[config.mk]
export PLATFORM = sky130hd
export DESIGN_NAME = rpsel_top
export DESIGN_NICKNAME = d
export VERILOG_FILES = /design/src/rpsel_pkg.sv /design/src/rpsel_in_mux.sv /design/src/rpsel_top.sv
export VERILOG_INCLUDE_DIRS = /design/src
export SDC_FILE = /design/constraint.sdc
export NUM_CORES = 1
export LEC_CHECK = 0
export ABC_AREA = 1
export ABC_CLOCK_PERIOD_IN_PS = 4650
export BUFFER_PORTS_ARGS = -buffer_cell sky130_fd_sc_hd__buf_2
export CAP_MARGIN = 20
export CORE_MARGIN = 3
export CORE_UTILIZATION = 61
export CTS_CLUSTER_DIAMETER = 50
export DETAILED_ROUTE_END_ITERATION = 8
export GPL_TIMING_DRIVEN = 0
export PLACE_DENSITY_LB_ADDON = 0.2
export SLEW_MARGIN = 0
export SYNTH_ARGS = -nofsm -noshare
export SYNTH_HDL_FRONTEND = slang
export SYNTH_SLANG_ARGS = --single-unit
export TNS_END_PERCENT = 20
[constraint.sdc]
create_clock -name i_ref_clk -period 4.65 [get_ports i_ref_clk]
set_input_delay 0.2325 -clock i_ref_clk [delete_from_list [all_inputs] [get_ports i_ref_clk]]
set_output_delay 0.2325 -clock i_ref_clk [all_outputs]
set_load 0.01 [all_outputs]
[src/rpsel_defines.svh]
// constants for the remappable peripheral pin select block
// assumes inclusion by bare name from the package and the design files
`ifndef RPSEL_DEFINES_SVH
`define RPSEL_DEFINES_SVH
`define RPSEL_NUM_PINS 26
`define RPSEL_SEL_W 5
`define RPSEL_DATA_W 16
`define RPSEL_ADDR_W 6
`define RPSEL_NUM_POUT 8
`define RPSEL_POUT_W 3
`define RPSEL_TIE_LOW 5'h1f
`define RPSEL_IN_RESET 5'h1f
`define RPSEL_OUT_RESET 3'h0
`define RPSEL_ADDR_TMR 6'h00
`define RPSEL_ADDR_SPI 6'h01
`define RPSEL_ADDR_LOCK 6'h02
`define RPSEL_ADDR_OUT_BASE 6'h10
`define RPSEL_UNLOCK_KEY1 16'h0046
`define RPSEL_UNLOCK_KEY2 16'h0057
`define RPSEL_LOCK_KEY 16'h0001
`define RPSEL_T2_LSB 0
`define RPSEL_T3_LSB 8
`define RPSEL_SS_LSB 0
`endif

[src/rpsel_pkg.sv]
// types shared by the pin select block
// assumes rpsel_defines.svh is on the include path
`include "rpsel_defines.svh"
package rpsel_pkg;
    typedef logic [`RPSEL_SEL_W-1:0] rpsel_sel_t;
    typedef logic [`RPSEL_POUT_W-1:0] rpsel_osel_t;
    typedef enum logic [2:0] {
        RPSEL_LOCKED = 3'h1,
        RPSEL_KEY1 = 3'h2,
        RPSEL_OPEN = 3'h4
    } rpsel_lock_t;
    typedef struct packed {
        rpsel_sel_t t2_sel;
        rpsel_sel_t t3_sel;
        rpsel_sel_t ss_sel;
        rpsel_osel_t [`RPSEL_NUM_PINS-1:0] out_sel;
        rpsel_lock_t lock;
        logic [`RPSEL_DATA_W-1:0] rdata;
        logic t2_in;
        logic t3_in;
        logic ss_in;
        logic [`RPSEL_NUM_PINS-1:0] pin_out;
        logic [`RPSEL_NUM_PINS-1:0] pin_oe;
    } rpsel_state_t;
endpackage

[src/rpsel_in_mux.sv]
// one input selector: picks a remappable pin or ties low
// assumes pins are synchronous to the reference clock
`include "rpsel_defines.svh"
module rpsel_in_mux
    import rpsel_pkg::*;
(
    input wire logic [`RPSEL_NUM_PINS-1:0] i_pins,
    input wire rpsel_sel_t i_sel,
    output logic o_in
);
    always_comb
    begin
        // all-ones and codes beyond the last pin give a steady low
        if (i_sel == `RPSEL_TIE_LOW || 32'(i_sel) >= `RPSEL_NUM_PINS)
        begin
            o_in = 1'b0;
        end
        else
        begin
            o_in = i_pins[i_sel];
        end
    end
endmodule

[src/rpsel_top.sv]
// remappable peripheral pin select: input maps, output maps, lock
// assumes a simple strobe register port and pins synchronous to i_ref_clk
`include "rpsel_defines.svh"

module rpsel_top
    import rpsel_pkg::*;
(
    input wire logic i_ref_clk,
    input wire logic i_reset_n,
    input wire logic i_clk_en,
    input wire logic [`RPSEL_ADDR_W-1:0] i_addr,
    input wire logic [`RPSEL_DATA_W-1:0] i_wdata,
    input wire logic i_wr,
    input wire logic i_rd,
    output logic [`RPSEL_DATA_W-1:0] o_rdata,
    input wire logic [`RPSEL_NUM_PINS-1:0] i_pin_in,
    input wire logic [`RPSEL_NUM_PINS-1:0] i_port_out,
    input wire logic [`RPSEL_NUM_PINS-1:0] i_port_oe,
    input wire logic [`RPSEL_NUM_POUT-1:0] i_periph_out,
    output logic [`RPSEL_NUM_PINS-1:0] o_pin_out,
    output logic [`RPSEL_NUM_PINS-1:0] o_pin_oe,
    output logic [`RPSEL_NUM_PINS-1:0] o_pin_remapped,
    output logic o_timer2_external_clock_input,
    output logic o_timer3_external_clock_input,
    output logic o_spi1_slave_select_input,
    output logic o_map_locked
);
    rpsel_state_t s_q;
    rpsel_state_t s_d;
    logic t2_mux;
    logic t3_mux;
    logic ss_mux;
    logic map_wr;

    // output map register index for an address, or all ones when not one
    function automatic logic [`RPSEL_ADDR_W-1:0] out_index(input logic [`RPSEL_ADDR_W-1:0] a);
        if (a >= `RPSEL_ADDR_OUT_BASE && 32'(a - `RPSEL_ADDR_OUT_BASE) < `RPSEL_NUM_PINS)
        begin
            return a - `RPSEL_ADDR_OUT_BASE;
        end
        return '1;
    endfunction

    // one mux per peripheral input, independent of the output maps
    rpsel_in_mux u_t2_mux (
        .i_pins(i_pin_in),
        .i_sel(s_q.t2_sel),
        .o_in(t2_mux)
    );
    rpsel_in_mux u_t3_mux (
        .i_pins(i_pin_in),
        .i_sel(s_q.t3_sel),
        .o_in(t3_mux)
    );
    rpsel_in_mux u_ss_mux (
        .i_pins(i_pin_in),
        .i_sel(s_q.ss_sel),
        .o_in(ss_mux)
    );

    // map writes pass only while unlocked; the key sequence itself is always heard
    assign map_wr = i_wr && (s_q.lock == RPSEL_OPEN);

    always_comb
    begin
        logic [`RPSEL_ADDR_W-1:0] oi;
        oi = out_index(i_addr);
        s_d = s_q;
        // lock sequencing: two keys in a row open, lock key closes
        if (i_wr && i_addr == `RPSEL_ADDR_LOCK)
        begin
            case (s_q.lock)
                RPSEL_LOCKED:
                begin
                    s_d.lock = (i_wdata == `RPSEL_UNLOCK_KEY1) ? RPSEL_KEY1 : RPSEL_LOCKED;
                end
                RPSEL_KEY1:
                begin
                    s_d.lock = (i_wdata == `RPSEL_UNLOCK_KEY2) ? RPSEL_OPEN : RPSEL_LOCKED;
                end
                RPSEL_OPEN:
                begin
                    s_d.lock = (i_wdata == `RPSEL_LOCK_KEY) ? RPSEL_LOCKED : RPSEL_OPEN;
                end
                default:
                begin
                    s_d.lock = RPSEL_LOCKED;
                end
            endcase
        end
        else if (i_wr && s_q.lock == RPSEL_KEY1)
        begin
            // any other write breaks the sequence
            s_d.lock = RPSEL_LOCKED;
        end
        if (map_wr && i_addr == `RPSEL_ADDR_TMR)
        begin
            s_d.t2_sel = i_wdata[`RPSEL_T2_LSB +: `RPSEL_SEL_W];
            s_d.t3_sel = i_wdata[`RPSEL_T3_LSB +: `RPSEL_SEL_W];
        end
        if (map_wr && i_addr == `RPSEL_ADDR_SPI)
        begin
            s_d.ss_sel = i_wdata[`RPSEL_SS_LSB +: `RPSEL_SEL_W];
        end
        if (map_wr && oi != '1)
        begin
            s_d.out_sel[oi[4:0]] = i_wdata[`RPSEL_POUT_W-1:0];
        end
        // read data valid only in the cycle after the strobe
        s_d.rdata = '0;
        if (i_rd)
        begin
            if (i_addr == `RPSEL_ADDR_TMR)
            begin
                s_d.rdata[`RPSEL_T2_LSB +: `RPSEL_SEL_W] = s_q.t2_sel;
                s_d.rdata[`RPSEL_T3_LSB +: `RPSEL_SEL_W] = s_q.t3_sel;
            end
            else if (i_addr == `RPSEL_ADDR_SPI)
            begin
                s_d.rdata[`RPSEL_SS_LSB +: `RPSEL_SEL_W] = s_q.ss_sel;
            end
            else if (i_addr == `RPSEL_ADDR_LOCK)
            begin
                s_d.rdata[0] = (s_q.lock != RPSEL_OPEN);
            end
            else if (oi != '1)
            begin
                s_d.rdata[`RPSEL_POUT_W-1:0] = s_q.out_sel[oi[4:0]];
            end
        end
        // registered peripheral inputs
        s_d.t2_in = t2_mux;
        s_d.t3_in = t3_mux;
        s_d.ss_in = ss_mux;
        // output side: selector zero leaves the pin with its port
        for (int p = 0; p < `RPSEL_NUM_PINS; p++)
        begin
            if (s_q.out_sel[p] == `RPSEL_OUT_RESET)
            begin
                s_d.pin_out[p] = i_port_out[p];
                s_d.pin_oe[p] = i_port_oe[p];
            end
            else
            begin
                s_d.pin_out[p] = i_periph_out[s_q.out_sel[p]];
                s_d.pin_oe[p] = 1'b1;
            end
        end
    end

    always_ff @(posedge i_ref_clk or negedge i_reset_n)
    begin
        if (!i_reset_n)
        begin
            s_q <= '0;
            s_q.t2_sel <= `RPSEL_IN_RESET;
            s_q.t3_sel <= `RPSEL_IN_RESET;
            s_q.ss_sel <= `RPSEL_IN_RESET;
            s_q.lock <= RPSEL_OPEN;
        end
        else if (i_clk_en)
        begin
            s_q <= s_d;
        end
    end

    assign o_rdata = s_q.rdata;
    assign o_pin_out = s_q.pin_out;
    assign o_pin_oe = s_q.pin_oe;
    assign o_timer2_external_clock_input = s_q.t2_in;
    assign o_timer3_external_clock_input = s_q.t3_in;
    assign o_spi1_slave_select_input = s_q.ss_in;
    assign o_map_locked = (s_q.lock != RPSEL_OPEN);
    generate
        for (genvar g = 0; g < `RPSEL_NUM_PINS; g++)
        begin : g_remap
            assign o_pin_remapped[g] = (s_q.out_sel[g] != `RPSEL_OUT_RESET);
        end
    endgenerate

    // assertions: lock sequencing and clock enable
    locked_no_write_a: assert property (@(posedge i_ref_clk) disable iff (!i_reset_n)
        (i_clk_en && s_q.lock == RPSEL_LOCKED && i_wr && i_addr == `RPSEL_ADDR_SPI)
        |=> $stable(s_q.ss_sel)) else $error("spi map changed while locked");

    unlock_seq_a: assert property (@(posedge i_ref_clk) disable iff (!i_reset_n)
        (i_clk_en && s_q.lock == RPSEL_KEY1 && i_wr && i_addr == `RPSEL_ADDR_LOCK
        && i_wdata == `RPSEL_UNLOCK_KEY2) |=> !o_map_locked)
        else $error("unlock sequence did not open");

    key_one_a: assert property (@(posedge i_ref_clk) disable iff (!i_reset_n)
        (i_clk_en && s_q.lock == RPSEL_LOCKED && i_wr && i_addr == `RPSEL_ADDR_LOCK
        && i_wdata == `RPSEL_UNLOCK_KEY1) |=> s_q.lock == RPSEL_KEY1)
        else $error("first key not taken");

    key_break_a: assert property (@(posedge i_ref_clk) disable iff (!i_reset_n)
        (i_clk_en && s_q.lock == RPSEL_KEY1 && i_wr && i_addr != `RPSEL_ADDR_LOCK)
        |=> s_q.lock == RPSEL_LOCKED)
        else $error("stray write did not break unlock");

    relock_a: assert property (@(posedge i_ref_clk) disable iff (!i_reset_n)
        (i_clk_en && s_q.lock == RPSEL_OPEN && i_wr && i_addr == `RPSEL_ADDR_LOCK
        && i_wdata == `RPSEL_LOCK_KEY) |=> o_map_locked)
        else $error("lock key did not lock");

    lock_onehot_a: assert property (@(posedge i_ref_clk) disable iff (!i_reset_n)
        $onehot(s_q.lock))
        else $error("lock state not one-hot");

    locked_tmr_a: assert property (@(posedge i_ref_clk) disable iff (!i_reset_n)
        (i_clk_en && s_q.lock != RPSEL_OPEN && i_wr && i_addr == `RPSEL_ADDR_TMR)
        |=> $stable(s_q.t2_sel) && $stable(s_q.t3_sel))
        else $error("timer map changed while locked");

    locked_out_a: assert property (@(posedge i_ref_clk) disable iff (!i_reset_n)
        (i_clk_en && s_q.lock != RPSEL_OPEN && i_wr) |=> $stable(s_q.out_sel))
        else $error("output map changed while locked");

    clk_en_freeze_a: assert property (@(posedge i_ref_clk) disable iff (!i_reset_n)
        (!i_clk_en) |=> $stable(s_q))
        else $error("state moved with clock enable low");

    // assertions: read port
    spi_upper_zero_a: assert property (@(posedge i_ref_clk) disable iff (!i_reset_n)
        (i_clk_en && i_rd && i_addr == `RPSEL_ADDR_SPI) |=> o_rdata[15:5] == '0)
        else $error("spi map upper bits not zero");

    spi_rd_a: assert property (@(posedge i_ref_clk) disable iff (!i_reset_n)
        (i_clk_en && i_rd && i_addr == `RPSEL_ADDR_SPI) |=> o_rdata[4:0] == $past(s_q.ss_sel))
        else $error("spi map read wrong");

    tmr_rd_a: assert property (@(posedge i_ref_clk) disable iff (!i_reset_n)
        (i_clk_en && i_rd && i_addr == `RPSEL_ADDR_TMR) |=> o_rdata[4:0] == $past(s_q.t2_sel))
        else $error("timer2 field read wrong");

    tmr_rd_hi_a: assert property (@(posedge i_ref_clk) disable iff (!i_reset_n)
        (i_clk_en && i_rd && i_addr == `RPSEL_ADDR_TMR) |=> o_rdata[12:8] == $past(s_q.t3_sel))
        else $error("timer3 field read wrong");

    tmr_rd_gap_a: assert property (@(posedge i_ref_clk) disable iff (!i_reset_n)
        (i_clk_en && i_rd && i_addr == `RPSEL_ADDR_TMR)
        |=> o_rdata[7:5] == '0 && o_rdata[15:13] == '0)
        else $error("timer map spare bits not zero");

    lock_rd_a: assert property (@(posedge i_ref_clk) disable iff (!i_reset_n)
        (i_clk_en && i_rd && i_addr == `RPSEL_ADDR_LOCK) |=> o_rdata[0] == $past(o_map_locked))
        else $error("lock read wrong");

    out_rd_a: assert property (@(posedge i_ref_clk) disable iff (!i_reset_n)
        (i_clk_en && i_rd && i_addr == `RPSEL_ADDR_OUT_BASE)
        |=> o_rdata[2:0] == $past(s_q.out_sel[0]) && o_rdata[15:3] == '0)
        else $error("output map read wrong");

    rdata_idle_a: assert property (@(posedge i_ref_clk) disable iff (!i_reset_n)
        (i_clk_en && !i_rd) |=> o_rdata == '0)
        else $error("read data stood without a read");

    bad_addr_rd_a: assert property (@(posedge i_ref_clk) disable iff (!i_reset_n)
        (i_clk_en && i_rd && 32'(i_addr) >= `RPSEL_ADDR_OUT_BASE + `RPSEL_NUM_PINS)
        |=> o_rdata == '0)
        else $error("unmapped address read not zero");

    // assertions: map writes
    spi_wr_rd_a: assert property (@(posedge i_ref_clk) disable iff (!i_reset_n)
        (i_clk_en && map_wr && i_addr == `RPSEL_ADDR_SPI) |=> s_q.ss_sel == $past(i_wdata[4:0]))
        else $error("spi map write lost");

    t2_wr_a: assert property (@(posedge i_ref_clk) disable iff (!i_reset_n)
        (i_clk_en && map_wr && i_addr == `RPSEL_ADDR_TMR) |=> s_q.t2_sel == $past(i_wdata[4:0]))
        else $error("timer2 map write lost");

    t3_wr_a: assert property (@(posedge i_ref_clk) disable iff (!i_reset_n)
        (i_clk_en && map_wr && i_addr == `RPSEL_ADDR_TMR) |=> s_q.t3_sel == $past(i_wdata[12:8]))
        else $error("timer3 map write lost");

    out_wr_a: assert property (@(posedge i_ref_clk) disable iff (!i_reset_n)
        (i_clk_en && map_wr && i_addr == `RPSEL_ADDR_OUT_BASE)
        |=> s_q.out_sel[0] == $past(i_wdata[2:0]))
        else $error("output map write lost");

    out_keeps_in_a: assert property (@(posedge i_ref_clk) disable iff (!i_reset_n)
        (i_clk_en && map_wr && i_addr == `RPSEL_ADDR_OUT_BASE)
        |=> $stable(s_q.t2_sel) && $stable(s_q.ss_sel))
        else $error("output map write touched an input map");

    in_keeps_out_a: assert property (@(posedge i_ref_clk) disable iff (!i_reset_n)
        (i_clk_en && i_wr && (i_addr == `RPSEL_ADDR_TMR || i_addr == `RPSEL_ADDR_SPI))
        |=> $stable(s_q.out_sel))
        else $error("input map write touched an output map");

    // assertions: input routing
    tie_low_a: assert property (@(posedge i_ref_clk) disable iff (!i_reset_n)
        (i_clk_en && s_q.ss_sel == `RPSEL_TIE_LOW) |=> !o_spi1_slave_select_input)
        else $error("tied-low select not low");

    t2_tie_a: assert property (@(posedge i_ref_clk) disable iff (!i_reset_n)
        (i_clk_en && s_q.t2_sel == `RPSEL_TIE_LOW) |=> !o_timer2_external_clock_input)
        else $error("tied-low timer2 clock not low");

    t3_tie_a: assert property (@(posedge i_ref_clk) disable iff (!i_reset_n)
        (i_clk_en && s_q.t3_sel == `RPSEL_TIE_LOW) |=> !o_timer3_external_clock_input)
        else $error("tied-low timer3 clock not low");

    t2_route_a: assert property (@(posedge i_ref_clk) disable iff (!i_reset_n)
        (i_clk_en && 32'(s_q.t2_sel) < `RPSEL_NUM_PINS)
        |=> o_timer2_external_clock_input == $past(i_pin_in[s_q.t2_sel]))
        else $error("timer2 clock not routed from selected pin");

    t3_route_a: assert property (@(posedge i_ref_clk) disable iff (!i_reset_n)
        (i_clk_en && 32'(s_q.t3_sel) < `RPSEL_NUM_PINS)
        |=> o_timer3_external_clock_input == $past(i_pin_in[s_q.t3_sel]))
        else $error("timer3 clock not routed from selected pin");

    ss_route_a: assert property (@(posedge i_ref_clk) disable iff (!i_reset_n)
        (i_clk_en && 32'(s_q.ss_sel) < `RPSEL_NUM_PINS)
        |=> o_spi1_slave_select_input == $past(i_pin_in[s_q.ss_sel]))
        else $error("spi select not routed from selected pin");

    bad_code_a: assert property (@(posedge i_ref_clk) disable iff (!i_reset_n)
        (i_clk_en && 32'(s_q.t3_sel) >= `RPSEL_NUM_PINS) |=> !o_timer3_external_clock_input)
        else $error("out-of-range code selected a pin");

    ss_bad_code_a: assert property (@(posedge i_ref_clk) disable iff (!i_reset_n)
        (i_clk_en && 32'(s_q.ss_sel) >= `RPSEL_NUM_PINS) |=> !o_spi1_slave_select_input)
        else $error("out-of-range spi code selected a pin");

    // assertions: output side
    out_port_a: assert property (@(posedge i_ref_clk) disable iff (!i_reset_n)
        (i_clk_en && s_q.out_sel[0] == `RPSEL_OUT_RESET) |=> o_pin_out[0] == $past(i_port_out[0]))
        else $error("unmapped pin not under port control");

    out_port_oe_a: assert property (@(posedge i_ref_clk) disable iff (!i_reset_n)
        (i_clk_en && s_q.out_sel[0] == `RPSEL_OUT_RESET) |=> o_pin_oe[0] == $past(i_port_oe[0]))
        else $error("unmapped pin enable not from port");

    remap_drive_a: assert property (@(posedge i_ref_clk) disable iff (!i_reset_n)
        (i_clk_en && s_q.out_sel[0] != `RPSEL_OUT_RESET) |=> o_pin_oe[0])
        else $error("remapped pin not driven");

    out_periph_a: assert property (@(posedge i_ref_clk) disable iff (!i_reset_n)
        (i_clk_en && s_q.out_sel[`RPSEL_NUM_PINS-1] != `RPSEL_OUT_RESET)
        |=> o_pin_out[`RPSEL_NUM_PINS-1]
        == $past(i_periph_out[s_q.out_sel[`RPSEL_NUM_PINS-1]]))
        else $error("remapped pin not fed by its peripheral");
endmodule

# Yosys cells after proc, flatten, opt, wreduce, memory -nomap -nowiden
# Cells that the tools add are included.
# totals
reg_bits,161
input_bits,113
# classes
add_sub_neg,2
n_lt_le_gt_ge,36
n_eq_ne,13
muxes,136
n_reduce_logical,69
# op_table
operator,n
< comparator 3 x 4 -> 1 bit (second input constant),26
2-to-1 mux 1 bit,86
binary-select mux 1 bit (select 3 bit),26
bitwise mux 78 bit,1
logical NOT 3 bit,26
nonzero test 3 bit,26
equality test 16 x 7 -> 1 bit (second input constant),2
< comparator 32 x 5 -> 1 bit (second input constant),1
< comparator 5 x 6 -> 1 bit (second input constant),4
2-to-1 mux 3 bit,8
2-to-1 mux 5 bit,4
equality test 16 x 1 -> 1 bit (second input constant),1
binary-select mux 1 bit (select 5 bit),3
binary-select mux 3 bit (select 5 bit),1
demux 3 bit (select 5 bit),1
equality test 5 bit (second input constant),3
greater-or-equal comparator 5 bit (second input constant),3
2-to-1 mux 6 bit,2
one-hot mux 3 bit (3 select lines),1
logical AND 1 bit,8
AND reduction 2 bit,4
subtractor 6 x 5 -> 7 bit (second input constant),1
equality test 6 x 1 -> 1 bit (second input constant),1
equality test 6 x 2 -> 1 bit (second input constant),1
12 further kinds,16

# Depth between registers and ports, before layout
# Gate-level depths: netlist of the first run.
# depth
depth_word,12
mapped_depth,18
ltp_nobuf,17

# Hierarchy
# A second synthesis of the first run with hierarchy kept.
# unflattened
hier_cells,1604
area_unflattened_um2,10787.8
# modules_own_cells
module,n_inst,cells_each,area_each_um2,seq_area_each_um2
rpsel_top,1,1388,9800.6,4048.9
rpsel_in_mux,3,72,329.1,0.0

# Worst setup path before layout of the first run
# OpenSTA, ideal clock, no wires.
# synth_timing
path_type,input-to-reg
startpoint,input i_addr[4]
endpoint,register s_q[146] (netlist name)
setup_ns,0.133
arrival_time_ns,1.768
setup_slack_ns,2.749
path_stages,12
path_buffers,1
cell_sequence,inv_1 ha_1 inv_1 nor2_2 nand2_2 nor2_4 inv_2 buf_2 nor3_1 nand2_1 nand2_1 o21ai_0
# synth_via
elab_chain_len,10
word_cells_on_any_way,17
# synth_rtl
element,line,rtl
from (decl),rpsel_top.sv:11,"input wire logic [`RPSEL_ADDR_W-1:0] i_addr,"
subtractor 6 x 5 -> 7 bit (no source line),--,
< comparator 32 x 5 -> 1 bit (no source line),--,
logical AND 1 bit (no source line),--,
2-to-1 mux 1 bit,rpsel_top.sv:37,if (a >= `RPSEL_ADDR_OUT_BASE && 32'(a - `RPSEL_ADDR_OUT_BASE) < `RPSEL_NUM_PINS)
2-to-1 mux 6 bit (*),rpsel_top.sv:41,return '1;
< comparator 5 x 6 -> 1 bit or greater-or-equal comparator 5 x 1 -> 1 bit (tied branches),rpsel_top.sv:107,s_d.out_sel[oi[4:0]] = i_wdata[`RPSEL_POUT_W-1:0];
logical AND 1 bit,rpsel_top.sv:107,
2-to-1 mux 3 bit,rpsel_top.sv:107,
demux 3 bit (select 5 bit),rpsel_top.sv:107,
bitwise mux 78 bit,rpsel_top.sv:107,
to (decl),rpsel_top.sv:28,rpsel_state_t s_q;
# Every way passes the cells marked *; elsewhere a longest branch is shown, timed or not. The select of a mux whose other input is x is not followed.
# A chain may end at the register's enable or synchronous reset.

# Worst setup path in the final report of the first run
# layout_timing
startpoint,register s_q[73] (netlist name)
endpoint,register s_q[133] (netlist name)
# layout_via
elab_chain_len,4
# layout_rtl
element,line,rtl
equality test 3 bit,rpsel_top.sv:62,assign map_wr = i_wr && (s_q.lock == RPSEL_OPEN);
logical AND 1 bit,rpsel_top.sv:62,
logical AND 1 bit,rpsel_top.sv:105,if (map_wr && oi != '1)
AND reduction 2 bit (no source line),--,
# No other way between the ends.

==> results.cfg, run 1 <==
[run_status]
outcome = complete, no violations

[global_route]
grt_first_pass_wirelength_um = 54300
met1_usage = 0.504
track_usage = 0.378
grtUsageMet3 = 0.102
grt_max_degree = 86
gr-total-overflow = 0
grt_pass1_vias = 10407
met2_usage = 0.582
grt-busiest-layer = met2
antenna_found_initial = 2

[route]
wire_per_inst_um = 18.0
viasPerCell = 5.89
drtIter0Drc = 1607
ant_nets = 0
totalWireLength_um = 35400
drc_errors = 0
first_pass_iters = 6
vias = 11575

[worst_setup_path]
cp_data_arrival_time_ns = 3.00
start_kind = register
cpLargestDelayFamily = simple AND/OR/NAND/NOR gates
cp_slowest_cell = nor3_2
crit_chain = inv_1, nor3_1, inv_1, nor2_1, inv_1, nor3_2, nand2_1, nand2_1, o21ai_0
cp_slowest_stage_delay_ns = 0.71
path_buf_inv = 3
worstSetupPathType = reg -> reg
crit_top_cell = inv_1
required_ns = 4.94
cp-end-kind = register
path_max_fanout = 6

[floorplanning]
die_h_um = 136
die_w_um = 136
ios = 211
start_util = 0.624
core_area_mm2 = 0.0166
fp.dieArea_mm2 = 0.0186
fp-row-count = 47

[clocking]
cts_root_buf = clkbuf_16
cts-resized-gates = 0
cts.sinks = 161
clk_path_buf_depth = 2
clock_latency_ns = 0.44
tritoncts = yes
htreeDepth = 4
cts_made_buffers = 17
cts.reportedPaths.clkPinSlew_ns = 0.07

[finish]
fin_nets = 1846
drive_above_1_share = 0.197
post-route-util = 0.738
n_fill_cell = 1395
area_growth_pct = 18.3

[timing]
max_slew_margin = 0.363
skew_ns = 0.00786
setup_violations = 0
setup-tns-final_ns = 0
slew_violations = 0
fmax_mhz = 368
worst_slew_pin_slew_ns = 0.952
fin_crit_ns = 2.72
rsz0062_at_grt = no
final_hold_viol_count = 0
min_period_over_period = 0.584

[job]
maxCapViolations = 0

[logic_synthesis]
synth_edf_count = 0
synth-async-reset-ratio = 1.00
synth_cell_types = 39
synthFlopType = dfrtp_1
syn_area_mm2 = 0.0104
syn-instance-count = 1508
ys_ff_latch = 161
ys_warn_count = 0
ys_seq_area_frac = 0.390
syn_avg_cell_area_um2 = 6.89

[placement]
globalplace.congestion = 0.996
dp_hpwl_um = 25700
io_buffers = 197

[pwr]
p_per_area_mw_per_mm2 = 292
power_uw = 3580
ir_drop_v = 0.000265
leakagePower_uw = 0.00584

[hold_path]
hold_class = in -> reg
synth_stat cells (all sizes together), types with 14 or more instances:
master | n | area [µm²]
nor2 | 73 | 307
nand3 | 51 | 260
dfstp | 16 | 420
dfrtp | 145 | 3630
nor3 | 31 | 165
nand4 | 23 | 144
o211ai | 18 | 135
buf | 75 | 544
inv | 130 | 488
a21oi | 109 | 546
o21ai | 263 | 1320
nand2 | 433 | 1630
mux2i | 14 | 140
clkbuf | 75 | 282
logic make-up after synthesis:
logic type                 synth area share
AOI/OAI and AO/OA                     0.223
DFF                                   0.390
other                              0.000361
adders and majority gates           0.00241
muxes                                0.0135
buffers and inverters                 0.127
and+or+nand+nor                       0.244
registers in the layout, summed over array words and instances, names as in the netlist:
signal                         cells
s_q                               96
o_pin_oe                          26
o_pin_out                         26
o_rdata                           10
o_spi1_slave_select_input          1
o_timer2_external_clock_input      1
o_timer3_external_clock_input      1
final timing paths:
check | from | to | slack [ns] | depth (start not counted)
setup / recovery | s_q[73] | s_q[133] | 1.93 | 9
hold / removal | i_port_oe[5] | o_pin_oe[5] | 0.02 | 3
setup reg to reg | s_q[73] | s_q[133] | 1.93 | 9
hold reg to reg | o_pin_oe[21] | o_pin_oe[21] | 0.48 | 2
max in group asynchronous | i_reset_n | s_q[152] | 3.49 | 3
min in group asynchronous | i_reset_n | o_rdata[10] | 0.33 | 2
placed cells by master (no fill, tap or decap), types with 23 or more instances in the layout:
cell	netlist	layout
nand2_1	431	431
nand4_1	23	23
inv_1	121	121
dfrtp_1	145	145
nand3_1	50	50
nor2_1	64	64
buf_4	68	68
buf_2	6	202
nor3_1	29	29
clkbuf_1	75	76
a21oi_1	109	109
o21ai_0	257	257
routing by layer:
metal,share of wire,vias to the layer above
met3,0.12,138
met1,0.39,5288
met2,0.44,765
met4,0.044,0
met5,0,-
li1,-,5384
stage by stage:
stage	setup slack, ns	cell area, µm²	hold WS (ns)	std cells
floorplan	2.75	10400	-0.0631	1513
global placement	0.930	11700	0.458	1930
detailed placement	1.87	11700	0.237	1931
CTS	2.04	12300	0.0214	1964
global route	1.71	12300	0.0412	1966
finish	1.93	12300	0.0218	1966
power by group:
| part | switching, µW | total, µW | internal (µW) |
|---|---|---|---|
| registers | 49.1 | 1530 | 1480 |
| logic | 424 | 678 | 254 |
| clock network | 617 | 1380 | 759 |
what timing repair did:
item / CTS / global route
buffers inserted: 0 / 0
hold buffers: 1 / 0
hold endpoints to repair: 62 / 0
worst register-to-register path, stage by stage (launching register included):
cell and delay (ns):
dfstp_2 0.53, inv_1 0.06, nor3_1 0.20, inv_1 0.15, nor2_1 0.21, inv_1 0.15, nor3_2 0.71, nand2_1 0.34
nand2_1 0.14, o21ai_0 0.10
layout make-up:
type	instances	area, µm²	share of cell area
well taps	220	275	0.0224
flip-flops and latches	161	4050	0.330
diodes	2	5.00	0.000407
clock inverters	13	126	0.0103
multi-input cells	1070	5030	0.410
repair buffers	199	1030	0.0841
inverters	132	495	0.0403
plain buffers	150	826	0.0672
clock buffers	19	443	0.0361
Power figures use the tool's default switching activity.
==> inputs of run 2 (changes only) <==
--- a/config.mk
+++ b/config.mk
@@ -7,11 +7,11 @@
 export NUM_CORES = 1
 export LEC_CHECK = 0
 export ABC_AREA = 1
-export ABC_CLOCK_PERIOD_IN_PS = 4650
+export ABC_CLOCK_PERIOD_IN_PS = 2400
 export BUFFER_PORTS_ARGS = -buffer_cell sky130_fd_sc_hd__buf_2
 export CAP_MARGIN = 20
 export CORE_MARGIN = 3
-export CORE_UTILIZATION = 61
+export CORE_UTILIZATION = 51
 export CTS_CLUSTER_DIAMETER = 50
 export DETAILED_ROUTE_END_ITERATION = 8
 export GPL_TIMING_DRIVEN = 0
==> constraint.sdc (replaced) <==
create_clock -name i_ref_clk -period 2.4 [get_ports i_ref_clk]
set_input_delay 0.12 -clock i_ref_clk [delete_from_list [all_inputs] [get_ports i_ref_clk]]
set_output_delay 0.12 -clock i_ref_clk [all_outputs]
set_load 0.01 [all_outputs]
==> run 2 against run 1 <==
  * Hold slack better by 0.0037 ns
  * Clock skew up 0.0063 ns
  * Flip-flop and latch count unchanged
  * Global-route usage down 4.2 points
  * Largest power group unchanged
  * Critical path type unchanged
  * Clock power up 96%
==> results.cfg, run 2 (synthesized netlist as in run 1, its figures left out) <==
[timing]
rsz0062_at_grt = no
min_period_over_period = 0.924
fin_crit_ns = 2.22
max_slew_margin = 0.395
final_hold_viol_count = 0
fmax_mhz = 451
skew_ns = 0.0142
worst_slew_pin_slew_ns = 0.907
slew_violations = 0
setup_violations = 0

[route]
drtIter0Drc = 1252
first_pass_iters = 6
drc_errors = 0
viasPerCell = 5.59
ant_nets = 0
vias = 11440
totalWireLength_um = 37100
wire_per_inst_um = 18.1

[finish]
regMostFlops = s_q
n_fill_cell = 1794
largest_reg_flops = 96
final_common_cell = nand2_1
fin_nets = 1884
instances_no_fill = 2048
final_area_mm2 = 0.0127
drive_above_1_share = 0.198
area_growth_pct = 22.7
final_cell_mix = 431 x nand2_1, 257 x o21ai_0, 202 x buf_2

[floorplanning]
fp-row-count = 51
core_area_mm2 = 0.0197
ios = 211
die_h_um = 149
start_util = 0.527
die_w_um = 149
fp.dieArea_mm2 = 0.0221

[placement]
globalplace.congestion = 0.995
dpl_cell_area_mm2 = 0.0118
io_buffers = 197
dp_cells = 1976
dp_hpwl_um = 26500

[clocking]
cts.sinks = 161
clk_path_buf_depth = 2
clock_latency_ns = 0.44
htreeDepth = 4
cts_made_buffers = 17
tritoncts = yes
cts.reportedPaths.clkPinSlew_ns = 0.08
cts_root_buf = clkbuf_16

[pwr]
leakagePower_uw = 0.00604
p_per_area_mw_per_mm2 = 551
ir_drop_v = 0.000477

[worst_setup_path]
worstSetupPathType = reg -> reg
cp-end-kind = register
cp_slowest_stage_delay_ns = 0.53
crit_chain = inv_1, nor3_1, inv_1, nor2_4, inv_2, nor3_4, buf_4, nand2_1, nand2_1, o21ai_0
start_kind = register
cp_data_arrival_time_ns = 2.50
required_ns = 2.69
cp_slowest_cell = dfstp_2
path_max_fanout = 6
cpLargestDelayFamily = simple AND/OR/NAND/NOR gates
path_buf_inv = 4

[global_route]
grt_max_degree = 83
antenna_found_initial = 1
grt_first_pass_wirelength_um = 57700
track_usage = 0.336
grt_pass1_vias = 10568
gr-total-overflow = 0

[job]
maxCapViolations = 0

[run_status]
outcome = complete, no violations

[hold_path]
hold_class = in -> reg
-- run 2: path summary, 6_finish.rpt --
check                             start           end  slack (ns)  cells after the start
setup / recovery                s_q[73]       s_q[92]        0.18                     10
hold / removal               i_wdata[0]       s_q[72]        0.03                      4
setup reg to reg                s_q[73]       s_q[92]        0.18                     10
hold reg to reg            o_pin_oe[15]  o_pin_oe[15]        0.48                      2
max in group asynchronous     i_reset_n      s_q[155]        1.30                      3
min in group asynchronous     i_reset_n  o_pin_oe[16]        0.27                      2
-- run 2: metrics by stage --
stage	hold WS (ns)	worst slack [ns]	power (µW)	setup TNS [ns]	utilization
3_5_place_dp	0.150	-0.428	4290	-22.74	0.596
3_3_place_gp	0.345	-1.29	4270	-211.46	0.594
6_report	0.0255	0.183	7030	0	0.646
5_1_grt	0.0278	0.0141	7320	0	0.646
4_1_cts	0.0194	0.0583	7010	0	0.646
2_1_floorplan	-0.176	0.562	3760	0	-
-- run 2: layer usage --
| metal | global-route usage | share of wire |
|---|---|---|
| met3 | 0.0887 | 0.11 |
| met2 | 0.514 | 0.44 |
| met1 | 0.459 | 0.41 |
| met5 | 0 | 0 |
| met4 | 0.128 | 0.036 |
-- run 2: power by group --
part / internal (µW) / switching [µW] / leakage [µW]
clock: 1420 / 1280 / 0.000287
sequential: 2860 / 94.5 / 0.00208
combinational: 530 / 836 / 0.00368
-- run 2: repair_timing --
item,4_1_cts,5_1_grt
hold buffers,35,0
pin swaps,3,0
setup endpoints to repair,78,78
endpoints found under the hold margin,115,0
setup buffers,4,0
resized for setup,6,5
-- run 2: area by class of cell --
cell class	count	area, µm²	area share
multi-input combinational	1070	5060	0.397
sequential	161	4050	0.318
timing repair buffer	237	1400	0.110
buffer	150	827	0.0649
inverter	132	499	0.0392
clock buffer	18	450	0.0353
tap	265	332	0.0260
clock inverter	14	118	0.00923
antenna	1	2.50	0.000196
-- run 2: worst register-to-register path, cell delays in order, from the launching register on --
cell     delay, ns
dfstp_2       0.53
inv_1         0.05
nor3_1        0.22
inv_1         0.19
nor2_4        0.19
inv_2         0.13
nor3_4        0.20
buf_4         0.19
nand2_1       0.15
nand2_1       0.12
o21ai_0       0.09
==> inputs of run 3 (changes only) <==
--- a/config.mk
+++ b/config.mk
@@ -10,11 +10,13 @@
 export ABC_CLOCK_PERIOD_IN_PS = 2400
 export BUFFER_PORTS_ARGS = -buffer_cell sky130_fd_sc_hd__buf_2
 export CAP_MARGIN = 20
+export CORE_ASPECT_RATIO = 1.4
 export CORE_MARGIN = 3
 export CORE_UTILIZATION = 51
 export CTS_CLUSTER_DIAMETER = 50
 export DETAILED_ROUTE_END_ITERATION = 8
 export GPL_TIMING_DRIVEN = 0
+export MAX_ROUTING_LAYER = met4
 export PLACE_DENSITY_LB_ADDON = 0.2
 export SLEW_MARGIN = 0
 export SYNTH_ARGS = -nofsm -noshare
==> run 3 against run 2 <==
  * Die area grew 0.11%
  * Sequential share of layout area about the same
  * Largest power group unchanged
  * Largest cell class unchanged
  * First-iteration DRC count is 13% lower
  * Count of clock-buffer cells in the layout unchanged
  * Final area rose by 0.12%
  * Clock skew down 0.0018 ns
  * Final cell count decreased by 0.68%
  * Hold slack lost 0.0020 ns
  * Non-clock buffer count decreased by 1
  * Routed wire length up 1.5%
  * Worst setup slack got worse by 0.062 ns
==> results.cfg, run 3 (synthesized netlist as in run 1, its figures left out) <==
[finish]
area_growth_pct = 22.9
final_cell_mix = 430 x nand2_1, 257 x o21ai_0, 202 x buf_2
post-route-util = 0.641
final_common_cell = nand2_1
drive_above_1_share = 0.198
regMostFlops = s_q
final_area_mm2 = 0.0128
largest_reg_flops = 96
fin_nets = 1883

[worst_setup_path]
start_kind = register
cp-end-kind = register
path_max_fanout = 10
required_ns = 2.78
cp_data_arrival_time_ns = 2.66
worstSetupPathType = reg -> reg

[timing]
fmax_mhz = 439
skew_ns = 0.0123
rsz0062_at_grt = yes
worst_slew_pin_slew_ns = 0.927
final_hold_viol_count = 0
slew_violations = 0
min_period_over_period = 0.949
max_slew_margin = 0.382
setup_violations = 0
fin_crit_ns = 2.28
setup-tns-final_ns = 0

[clocking]
tritoncts = yes
cts.sinks = 161
cts_root_buf = clkbuf_16
clk_path_buf_depth = 2
cts_made_buffers = 17
htreeDepth = 4
clock_latency_ns = 0.45
cts.reportedPaths.clkPinSlew_ns = 0.06

[floorplanning]
die_w_um = 127
ios = 211
die_h_um = 175
fp.dieArea_mm2 = 0.0221
fp-row-count = 61
core_area_mm2 = 0.0199
start_util = 0.521

[placement]
dp_hpwl_um = 27300
io_buffers = 197
globalplace.congestion = 0.999
dpl_cell_area_mm2 = 0.0117

[pwr]
ir_drop_v = 0.000480
power_uw = 7270
p_per_area_mw_per_mm2 = 570
leakagePower_uw = 0.00605

[global_route]
grt_first_pass_wirelength_um = 58000
track_usage = 0.344
grt_max_degree = 120
gr-total-overflow = 0
grt_pass1_vias = 10898
antenna_found_initial = 2

[hold_path]
hold_class = in -> reg

[route]
vias = 11569
viasPerCell = 5.69
first_pass_iters = 5
totalWireLength_um = 37700
drtIter0Drc = 1083
ant_nets = 0
drc_errors = 0
wire_per_inst_um = 18.5

[job]
maxCapViolations = 0

[run_status]
outcome = complete, no violations
run 3: where the power goes:
part / switching, µW / total, µW / internal, µW / leakage (µW)
clock network: 1250 / 2940 / 1690 / 0.000299
registers: 91.9 / 2960 / 2860 / 0.00208
logic: 848 / 1380 / 529 / 0.00367
run 3: layout make-up:
type / count / area [µm²]
flip-flops and latches: 161 / 4050
well taps: 252 / 315
inverters: 132 / 495
fillers: 1853 / 7160
clock buffers: 18 / 439
clock inverters: 13 / 175
multi-input cells: 1070 / 5060
plain buffers: 150 / 826
repair buffers: 236 / 1390
diodes: 2 / 5.00
run 3: final timing paths:
path,from,to,slack [ns],cells after the start
setup / recovery,s_q[152],o_spi1_slave_select_input,0.12,8
hold / removal,i_wr,s_q[72],0.02,3
setup reg to reg,s_q[152],o_spi1_slave_select_input,0.12,8
hold reg to reg,o_pin_out[0],o_pin_out[0],0.48,2
max in group asynchronous,i_reset_n,o_pin_oe[1],1.28,3
min in group asynchronous,i_reset_n,o_pin_out[23],0.15,2
run 3: worst max-delay path, cell delays in order, from the launching register on:
cell and delay (ns):
dfstp_2 0.52, clkbuf_1 0.40, clkbuf_1 0.41, o21ai_0 0.16, a21oi_1 0.25, nor3_1 0.08, o22ai_1 0.24, nand2_1 0.09
nand2_1 0.07
run 3: timing repair:
| item | in CTS | in global routing |
|---|---|---|
| gates resized for setup | 1 | 8 |
| setup endpoints to repair | 57 | 79 |
| pin swaps | 0 | 3 |
| endpoints found under the hold margin | 77 | 0 |
| setup buffers | 0 | 4 |
| hold buffers | 34 | 0 |
| cloned | 0 | 0 |
run 3: metrics by stage:
stage | setup WS (ns) | std cells | hold slack, ns
after floorplan | 0.562 | 1513 | -0.176
after global placement | -1.28 | 1962 | 0.343
after detailed placement | -0.316 | 1963 | 0.0400
after CTS | -0.108 | 2028 | 0.0180
after global routing | -0.0419 | 2034 | 0.0361
final | 0.122 | 2034 | 0.0235
run 3: layer usage:
| metal | up-vias | global-route usage | wire length [µm] |
|---|---|---|---|
| met5 | - | - | 0 |
| met2 | 615 | 0.547 | 17900 |
| met3 | 124 | 0.0578 | 3170 |
| met1 | 5358 | 0.417 | 14700 |
| met4 | 0 | 0.187 | 1970 |
| li1 | 5472 | - | - |
